==> config.mk <==
export PLATFORM = sky130hd
export DESIGN_NAME = fmhp_port
export DESIGN_NICKNAME = d
export VERILOG_FILES = /design/src/rtl/fmhp_pkg.sv /design/src/rtl/fmhp_port.sv /design/src/rtl/fmhp_sync.sv
export SDC_FILE = /design/constraint.sdc
export NUM_CORES = 1
export LEC_CHECK = 0
export BUFFER_PORTS_ARGS = -buffer_cell sky130_fd_sc_hd__buf_2
export CAP_MARGIN = 10
export CORE_MARGIN = 2
export CORE_UTILIZATION = 45
export DETAILED_ROUTE_END_ITERATION = 7
export PLACE_DENSITY = 0.7
export SYNTH_ARGS = -nofsm -noshare
export SYNTH_HDL_FRONTEND = slang
export SYNTH_SLANG_ARGS = --single-unit
==> constraint.sdc <==
create_clock -name clk_i -period 7.27 [get_ports clk_i]
set_input_delay 0.3635 -clock clk_i [delete_from_list [all_inputs] [get_ports clk_i]]
set_output_delay 0.3635 -clock clk_i [all_outputs]
set_load 0.01 [all_outputs]
==> src/rtl/fmhp_pkg.sv <==
// fmhp_pkg: shared constants and carriers for the fax modem host bus port
package fmhp_pkg;

  // ----------------------------------------------------------------------
  // sizes
  // ----------------------------------------------------------------------
  localparam int ADDR_W = 5;
  localparam int DATA_W = 8;
  localparam int NUM_REGS = 32;
  localparam int SYNC_STAGES = 3;
  // cycles after reset before the synchronised strap is trusted
  localparam int STRAP_SETTLE = 5;

  // ----------------------------------------------------------------------
  // reset values
  // ----------------------------------------------------------------------
  localparam logic [7:0] REG_RST = 8'h00;
  localparam logic [7:0] DATA_RST = 8'h00;

  // ----------------------------------------------------------------------
  // carriers
  // ----------------------------------------------------------------------
  // host pins after synchronisation; select is active high here, rd_phase and wr_dir keep their pin polarity
  typedef struct packed {
    logic sel;
    logic rd_phase;
    logic wr_dir;
    logic [4:0] addr;
    logic [7:0] data;
  } fmhp_pins_t;

  // request handed to the modem core's interface memory
  typedef struct packed {
    logic wr;
    logic [4:0] addr;
    logic [7:0] data;
  } fmhp_wreq_t;

  // transfer sequencer states
  typedef enum logic [3:0] {
    FMHP_IDLE = 4'h1,
    FMHP_READ = 4'h2,
    FMHP_WRITE = 4'h4,
    FMHP_DONE = 4'h8
  } fmhp_state_t;

endpackage

==> src/rtl/fmhp_port.sv <==
// fmhp_port: host parallel bus port of the fax modem interface memory
`timescale 1ns/10ps

module fmhp_port (
  input wire logic clk_i,
  input wire logic srst_i,
  input wire logic bus_style_strap_i,
  input wire logic cs_n_i,
  input wire logic read_phase_i,
  input wire logic write_dir_i,
  input wire logic [4:0] register_select_lines_i,
  input wire logic [7:0] host_data_lines_i,
  output logic [7:0] host_data_lines_o,
  output logic [7:0] host_data_lines_oe_o,
  input wire logic irq_event_i,
  output logic irq_n_o,
  output logic irq_n_oe_o,
  output logic [7:0] status_o
);

  // ----------------------------------------------------------------------
  // pin synchronisation
  // ----------------------------------------------------------------------
  localparam int PW = 2 + 1 + 1 + 5 + 8;
  logic [PW-1:0] raw;
  logic [PW-1:0] synced;
  logic strap_s;
  fmhp_pkg::fmhp_pins_t pins;

  // strobe style inputs are active low on the pins; phase style high
  assign raw = {bus_style_strap_i, ~cs_n_i, read_phase_i, write_dir_i,
                register_select_lines_i, host_data_lines_i};

  fmhp_sync #(
    .W(PW)
  ) u_sync (
    .clk_i(clk_i),
    .srst_i(srst_i),
    .d_i(raw[PW-1:0]),
    .q_o(synced)
  );

  assign strap_s = synced[PW-1];
  assign pins = synced[PW-2:0];

  // ----------------------------------------------------------------------
  // strap capture
  // ----------------------------------------------------------------------
  // strap is taken after reset release and then held; changing it live
  // would flip strobe meaning mid-access
  logic style_phase;
  logic style_valid;
  logic [2:0] settle;
  logic next_style_phase;
  logic next_style_valid;
  logic [2:0] next_settle;

  // the synchroniser restarts from zero at reset; wait for it to refill
  always_comb begin
    next_style_phase = style_phase;
    next_style_valid = style_valid;
    next_settle = settle;
    if (!style_valid) begin
      if (settle == 3'(fmhp_pkg::STRAP_SETTLE)) begin
        next_style_phase = strap_s;
        next_style_valid = 1'b1;
      end else begin
        next_settle = settle + 3'h1;
      end
    end
  end

  always_ff @(posedge clk_i) begin
    if (srst_i) begin
      style_phase <= 1'b0;
      style_valid <= 1'b0;
      settle <= 3'h0;
    end else begin
      style_phase <= next_style_phase;
      style_valid <= next_style_valid;
      settle <= next_settle;
    end
  end

  // ----------------------------------------------------------------------
  // strobe decode
  // ----------------------------------------------------------------------
  logic rd_act;
  logic wr_act;
  logic wr_dir_s;

  always_comb begin
    if (style_phase) begin
      // phase clock high frames the access, direction line picks it
      rd_act = pins.sel && pins.rd_phase && pins.wr_dir;
      wr_act = pins.sel && pins.rd_phase && !pins.wr_dir;
    end else begin
      // pins are active low: low level means strobe asserted
      rd_act = pins.sel && !pins.rd_phase;
      wr_act = pins.sel && !pins.wr_dir;
    end
    wr_dir_s = wr_act;
  end

  // ----------------------------------------------------------------------
  // transfer sequencer
  // ----------------------------------------------------------------------
  fmhp_pkg::fmhp_state_t state;
  fmhp_pkg::fmhp_state_t next_state;
  logic [4:0] addr;
  logic [4:0] next_addr;
  logic [7:0] wdata;
  logic [7:0] next_wdata;
  logic commit;

  always_comb begin
    next_state = state;
    next_addr = addr;
    next_wdata = wdata;
    commit = 1'b0;
    case (state)
      fmhp_pkg::FMHP_IDLE: begin
        if (rd_act && style_valid) begin
          next_state = fmhp_pkg::FMHP_READ;
          next_addr = pins.addr;
        end else if (wr_dir_s && style_valid) begin
          next_state = fmhp_pkg::FMHP_WRITE;
          next_addr = pins.addr;
        end
      end
      fmhp_pkg::FMHP_READ: begin
        next_addr = pins.addr;
        if (!rd_act) begin
          next_state = fmhp_pkg::FMHP_IDLE;
        end
      end
      fmhp_pkg::FMHP_WRITE: begin
        // keep latest address and data; commit at trailing edge
        if (wr_act) begin
          next_addr = pins.addr;
          next_wdata = pins.data;
        end else begin
          commit = 1'b1;
          next_state = fmhp_pkg::FMHP_DONE;
        end
      end
      fmhp_pkg::FMHP_DONE: begin
        next_state = fmhp_pkg::FMHP_IDLE;
      end
      default: begin
        next_state = fmhp_pkg::FMHP_IDLE;
      end
    endcase
  end

  always_ff @(posedge clk_i) begin
    if (srst_i) begin
      state <= fmhp_pkg::FMHP_IDLE;
      addr <= 5'h00;
      wdata <= fmhp_pkg::DATA_RST;
    end else begin
      state <= next_state;
      addr <= next_addr;
      wdata <= next_wdata;
    end
  end

  // ----------------------------------------------------------------------
  // interface memory
  // ----------------------------------------------------------------------
  // stand-in for the modem core's registers; register 0 carries the
  // interrupt enable in bit 0 and reads back the pending flag in bit 7
  logic [7:0] mem [fmhp_pkg::NUM_REGS];
  logic [7:0] next_mem [fmhp_pkg::NUM_REGS];
  fmhp_pkg::fmhp_wreq_t wreq;
  logic irq_pend;
  logic next_irq_pend;
  logic clr_pend;

  always_comb begin
    wreq.wr = commit;
    wreq.addr = addr;
    wreq.data = wdata;
    for (int i = 0; i < fmhp_pkg::NUM_REGS; i++) begin
      next_mem[i] = mem[i];
    end
    if (wreq.wr) begin
      next_mem[wreq.addr] = wreq.data;
    end
    clr_pend = wreq.wr && (wreq.addr == 5'h00) && wreq.data[7];
    next_irq_pend = irq_pend;
    if (clr_pend) begin
      next_irq_pend = 1'b0;
    end
    // a new event in the clearing cycle wins
    if (irq_event_i && mem[0][0]) begin
      next_irq_pend = 1'b1;
    end
  end

  always_ff @(posedge clk_i) begin
    if (srst_i) begin
      for (int i = 0; i < fmhp_pkg::NUM_REGS; i++) begin
        mem[i] <= fmhp_pkg::REG_RST;
      end
      irq_pend <= 1'b0;
    end else begin
      for (int i = 0; i < fmhp_pkg::NUM_REGS; i++) begin
        mem[i] <= next_mem[i];
      end
      irq_pend <= next_irq_pend;
    end
  end

  // ----------------------------------------------------------------------
  // pin drivers
  // ----------------------------------------------------------------------
  logic [7:0] dout;
  logic [7:0] doe;
  logic [7:0] next_dout;
  logic [7:0] next_doe;
  logic irq_oe;
  logic [7:0] stat;
  logic [7:0] next_stat;

  always_comb begin
    next_dout = fmhp_pkg::DATA_RST;
    next_doe = 8'h00;
    if (next_state == fmhp_pkg::FMHP_READ) begin
      next_dout = (next_addr == 5'h00) ?
                  {irq_pend, mem[0][6:0]} : mem[next_addr];
      next_doe = 8'hFF;
    end
    next_stat = mem[1];
  end

  always_ff @(posedge clk_i) begin
    if (srst_i) begin
      dout <= fmhp_pkg::DATA_RST;
      doe <= 8'h00;
      irq_oe <= 1'b0;
      stat <= fmhp_pkg::REG_RST;
    end else begin
      dout <= next_dout;
      doe <= next_doe;
      irq_oe <= next_irq_pend;
      stat <= next_stat;
    end
  end

  assign host_data_lines_o = dout;
  assign host_data_lines_oe_o = doe;
  assign irq_n_o = 1'b0;
  assign irq_n_oe_o = irq_oe;
  assign status_o = stat;

endmodule

==> src/rtl/fmhp_sync.sv <==
// fmhp_sync: three-stage pin synchroniser with agreement filter
`timescale 1ns/10ps

module fmhp_sync #(
  parameter int W = 1
) (
  input wire logic clk_i,
  input wire logic srst_i,
  input wire logic [W-1:0] d_i,
  output logic [W-1:0] q_o
);

  logic [W-1:0] s1;
  logic [W-1:0] s2;
  logic [W-1:0] s3;
  logic [W-1:0] q;
  logic [W-1:0] next_q;

  // s1 feeds s2 only; output moves once s2 and s3 agree
  always_comb begin
    next_q = q;
    for (int i = 0; i < W; i++) begin
      if (s2[i] == s3[i]) begin
        next_q[i] = s3[i];
      end
    end
  end

  always_ff @(posedge clk_i) begin
    if (srst_i) begin
      s1 <= '0;
      s2 <= '0;
      s3 <= '0;
      q <= '0;
    end else begin
      s1 <= d_i;
      s2 <= s1;
      s3 <= s2;
      q <= next_q;
    end
  end

  assign q_o = q;

endmodule

# Word level (Yosys, flattened, before mapping)
# Memory sizes are Yosys's and may differ from the RTL's.
# Cells that the tools add are included.
[totals] register_bits=115 ramBits=256 in_bits=20 out_inout_bits=26 elab_cells=171 mem_count=1
[op_classes] n_addsub=1 magnitude_cmp=2 n_eq_ne=22 mux=58 bitwise=37 reduce_logical=20
[memory_table] memory="mem" words=32 word_bits=8 read_ports=33 rd_ports_with_merged_regs=0 wr=32 line="fmhp_port.sv:173" text="logic [7:0] mem [fmhp_pkg::NUM_REGS];"
[ops] cell="two-way mux 8 bit" count=35
[ops] cell="bitwise mux 256 bit" count=1
[ops] cell="two-way mux 256 bit" count=1
[ops] cell="demux 8 bit (select 5 bit)" count=1
[ops] cell="bitwise OR 1 bit" count=32
[ops] cell="== test 1 bit" count=17
[ops] cell="two-way mux 4 bit" count=4
[ops] cell="two-way mux 5 bit" count=3
[ops] cell="case mux 5 bit (3 select lines)" count=1
[ops] cell="case mux 4 bit (3 select lines)" count=1
[ops] cell="logical AND 1 bit" count=11
[ops] cell="two-way mux 1 bit" count=11
[ops] cell="zero test 5 bit" count=2
[ops] cell="== test 4 x 2 -> 1 bit, second input constant" count=2
[ops] cell=">= comparator 6 bit, second input constant" count=1
[ops] cell="less-than comparator 6 x 1 -> 1 bit, second input constant" count=1
[ops] cell="NOT 5 -> 6 bit" count=1
[ops] cell="AND reduction 2 bit" count=3
[ops] cell="== test 4 x 1 -> 1 bit, second input constant" count=1
[ops] cell="== test 4 x 3 -> 1 bit, second input constant" count=1
[ops] cell="NOT 1 bit" count=4
[ops] cell="adder 3 x 1 -> 3 bit, second input constant" count=1
[ops] cell="== test 3 bit, second input constant" count=1
[ops] cell="zero test 1 bit" count=2
[ops] cell="other kinds (2)" count=2

# Logic depth before layout (Yosys ltp)
[logic_depth] word_depth=10 depth_mapped=11 ltp_nobuf=8

# By module
# From an unflattened synthesis, not the netlist that was laid out.
[unflattened] hier_cells=1785 area_unflattened_um2=15339.7
[modules_own_cells] module="fmhp_port" instances=1 cells_each=1608 area_each_um2=13371.6 seq_area_each_um2=5925.7
[modules_own_cells] module="fmhp_sync" instances=1 cells_each=177 area_each_um2=1968.1 seq_area_each_um2=1361.3

# Worst setup path after synthesis
# Ideal clock, no wire load.
[synth_path] path_type="register to register" startpoint="register state[1]" endpoint="register dout[4], in the netlist host_data_lines_o[4]" setup_time_ns=0.134 arrival_ns=2.629 slack_ns=4.507 path_stages_with_launch=12 path_buffers=3 path_cell_list="dfxtp_1 nor4b_1 o21ai_1 o2111ai_4 buf_4 mux2_4 buf_4 buf_4 nand2_1 a21oi_1 a2111oi_0 a2bb2oi_1"
[synth_between] elab_chain_cells=6 elab_cells_between_ends=15 cone_classes="eq/ne: 4; mux: 7; bitwise: 1; reduce/logical: 2; memory: 1"
[synth_rtl] item="start: declaration" line="fmhp_port.sv:108" text="fmhp_pkg::fmhp_state_t state;"
[synth_rtl] item="start signal: assignment" line="fmhp_port.sv:158" text="state <= fmhp_pkg::FMHP_IDLE;"
[synth_rtl] item="start signal: assignment" line="fmhp_port.sv:162" text="state <= next_state;"
[synth_rtl] item="parallel branches: the longest is 6 deep, another holds memory read (32 x 8 bit)"
[synth_rtl] item="end signal: assignment" line="fmhp_port.sv:239" text="dout <= fmhp_pkg::DATA_RST;"
[synth_rtl] item="end signal: assignment" line="fmhp_port.sv:244" text="dout <= next_dout;"
[synth_rtl] item="end: declaration" line="fmhp_port.sv:218" text="logic [7:0] dout;"
# Several ways; the timed one is not identified.
# A chain may end at the register's enable or synchronous reset.

# Final worst setup path
[layout_path] startpoint="register state[1]" endpoint="register dout[6], in the netlist host_data_lines_o[6]"
# Same word-level chain as after synthesis.

==> flow_summary_export.csv <==
group,metric,value,unit
yosys,synth.top_cell.area_share,48.3,%
final_layout,most-common-layout-cells,"dfxtp_1 (362), nand2_1 (271), nor2_1 (244), mux2i_1 (243), a21oi_1 (110)",
floorplanning,die_h,187,µm
cts,cts_max_level,2,
timing,finalCritPeriodShare,60.2,%
setup_path,cp-end-kind,"flop",
place,dp.cells,2103,
yosys,ys_types,59,
timing,relSlewSlack,24.7,%
timing,drv_slew,0,
timing,finClkSkew,0.0190,ns
cts,clkTransAtPathRegs,0.06,ns
timing,setup_violations,0,
status,status,"finished, final reports clean",
floorplanning,coreArea,33300,µm²
final_layout,area_growth_syn_to_layout,11.1,%
setup_path,cp_max_fo,62,
yosys,synth_area,15100,µm²
power,ir_worst_vdd,205,µV
setup_path,rr_worst_depth,9,
drt,drt_wl_total,40800,µm
place,preCtsSetupSlack,2.91,ns
timing,fin_tns_setup,0,ns
worst_hold_path,min-delay-start,"register_select_lines_i[2]",
timing,fmax,228,MHz
place,gp_congestion,0.891,
yosys,synth_seq_area_share,48.3,%
final_layout,instances_no_fill,2174,
place,portBuffers,44,
timing,worst_hold_slack,0.0498,ns
final_layout,final_common_cell,"dfxtp_1",
drt,vias,12100,
cts,cts_setup_buffers,0,
timing,hold_viol,0,
worst_hold_path,hold_path_class,"in -> reg",
yosys,synth-edff-count,0,
run,drv_cap,0,
global_route,grt_usage,22.6,%
power,fin_total_pwr,4.02,mW
global_route,grt_pass1_vias,11100,
yosys,synth-async-reset-ratio,0,%
final_layout,drive_above_1_share,8.34,%
final_layout,fin_nets,1719,
cts,hold_buffers,1,
timing,worst_pin_slew,1.13,ns
yosys,synth.top_cells.by_area,"dfxtp_1 (48%), mux2i_1 (16%), nand2_1 (6.7%), nor2_1 (6.1%), a21oi_1 (3.6%)",
setup_path,worstReg2RegEnd,"host_data_lines_o[6]",
setup_path,critPathKind,"reg -> reg",
setup_path,regToRegSetupSlack,2.89,ns
timing,setup_ws,2.89,ns
cts,cts_tree,"built",
global_route,grt_start_max_net_pins,154,
yosys,ys_ff_latch,364,
yosys,yosysWarnings,0,
power,leakage,6.30,nW
final_layout,final_area,16800,µm²
cts,cts_resized,0,
setup_path,crit_start,"state[1]",
yosys,ys.flop_type,"dfxtp_1",
final_layout,antennaDiodeCount,0,
floorplanning,die_w,187,µm
drt,avgViaCountPerCell,5.58,
cts,clock_latency,0.53,ns
global_route,antenna_found_initial,0,
place,place_area,15500,µm²
cts,root_buffer,"clkbuf_16",
setup_path,start_kind,"flop",
drt,route.detailed.drc,0,
cts,clock-sinks,364,
global_route,overflow,0,
final_layout,fill_cells,3118,
drt,wire_per_inst,18.8,µm
drt,drt_iter0_drc,1432,
timing,rsz0062_at_grt,"no",
floorplanning,ios,46,
drt,firstDrtPassIters,5,
place,hpwl,25600,µm
timing,fin_crit,4.38,ns
setup_path,arrival,4.76,ns
setup_path,setup.worst_path.end,"host_data_lines_o[6]",
yosys,synth.avg_cell_area,8.73,µm²
cts,clock_path_buffers,3,
floorplanning,die_area,35000,µm²
yosys,synthCells,1729,
setup_path,cp_data_required_time,7.65,ns
drt,antenna_left,0,
yosys,synth_top_cell_by_area,"dfxtp_1",
floorplanning,initial_core_util,45.3,%
power,power_density,240,nW/µm²
setup_path,timing.rr.start,"state[1]",
yosys,synth_nets,1751,
global_route,grt_pass1_wl,63100,µm
cts,cts_buffers,39,
final_layout,final_core_util,50.4,%
floorplanning,core.rowCount,67,
[layer usage]
layer | track usage [%] | share of wire, %
met3 | 3.08 | 6.2
met4 | 7.69 | 3.2
met5 | 0 | 0
met2 | 35.4 | 45
met1 | 32.0 | 46
[state kept, by name, summed over array words and instances (netlist names)]
signal and flops:
addr 5, host_data_lines_o 8, host_data_lines_oe_o 1, irq_n_oe_o 1
mem 256, settle 3, state 4, status_o 8
style_phase 1, style_valid 1, u_sync.q_o 17, u_sync.s1 17
u_sync.s2 17, u_sync.s3 17, wdata 8
[cell type report]
| type | instances | area, µm² | share of cell area (%) |
|---|---|---|---|
| tap | 448 | 561 | 3.34 |
| clock buffer | 59 | 1150 | 6.87 |
| inverter | 5 | 18.8 | 0.112 |
| sequential | 364 | 7290 | 43.5 |
| clock inverter | 11 | 109 | 0.649 |
| timing repair buffer | 66 | 398 | 2.37 |
| multi-input combinational | 1221 | 7240 | 43.2 |
[worst min path at each step]
| stage | to | depth (start not counted) |
|---|---|---|
| CTS | u_sync.s1[10] | 2 |
| global placement | u_sync.s2[3] | 1 |
| global route | u_sync.s1[11] | 2 |
| finish | u_sync.s1[10] | 2 |
| floorplan | u_sync.s2[0] | 1 |
| detailed placement | u_sync.s2[3] | 1 |
[logic make-up after synthesis]
kind of cell               synth area share, %
muxes                                     16.4
other                                   0.0248
and+or+nand+nor                           22.0
xor gates and xnor gates                 0.116
buffers and inverters                     4.04
AOI/OAI and AO/OA                         9.00
adders and majority gates                0.166
DFF                                       48.3
[synth_stat cells, types with 2 or more instances]
library cell and instances:
dfxtp_1 364, nand2_1 271, nor2_1 244, mux2i_1 243, a21oi_1 110, nand3_1 107, clkbuf_1 97, nor2b_1 63
a31oi_1 21, o21ai_0 21, buf_2 16, a221oi_1 14, buf_1 13, buf_4 13, nand3b_1 13, and2_1 10
nand4_1 10, a22oi_1 9, a32oi_1 9, o22ai_1 8, nor3_1 7, nor4_1 6, o21ai_1 6, inv_1 5
a2111oi_0 3, nand2b_1 3, nor3b_1 3, a211oi_1 2, ha_1 2, nor4b_1 2, o211a_1 2, o211ai_1 2
o31ai_1 2, o31ai_2 2, or4_1 2
[where the power goes]
part	internal, mW	switching [mW]
Clock	1.16	0.787
Sequential	2.01	0.00681
Combinational	0.0161	0.0394
Total	3.19	0.833
[critical path: stages, from the launching register on]
cell and delay, ns:
dfxtp_1 0.36, nor4b_1 0.48, o21ai_1 0.23, o2111ai_4 0.83
mux2i_4 0.74, buf_4 0.73, mux2i_1 0.26, a221oi_1 0.10
a2111oi_0 0.33, a22oi_1 0.16
(Power assumes the default switching activity.)
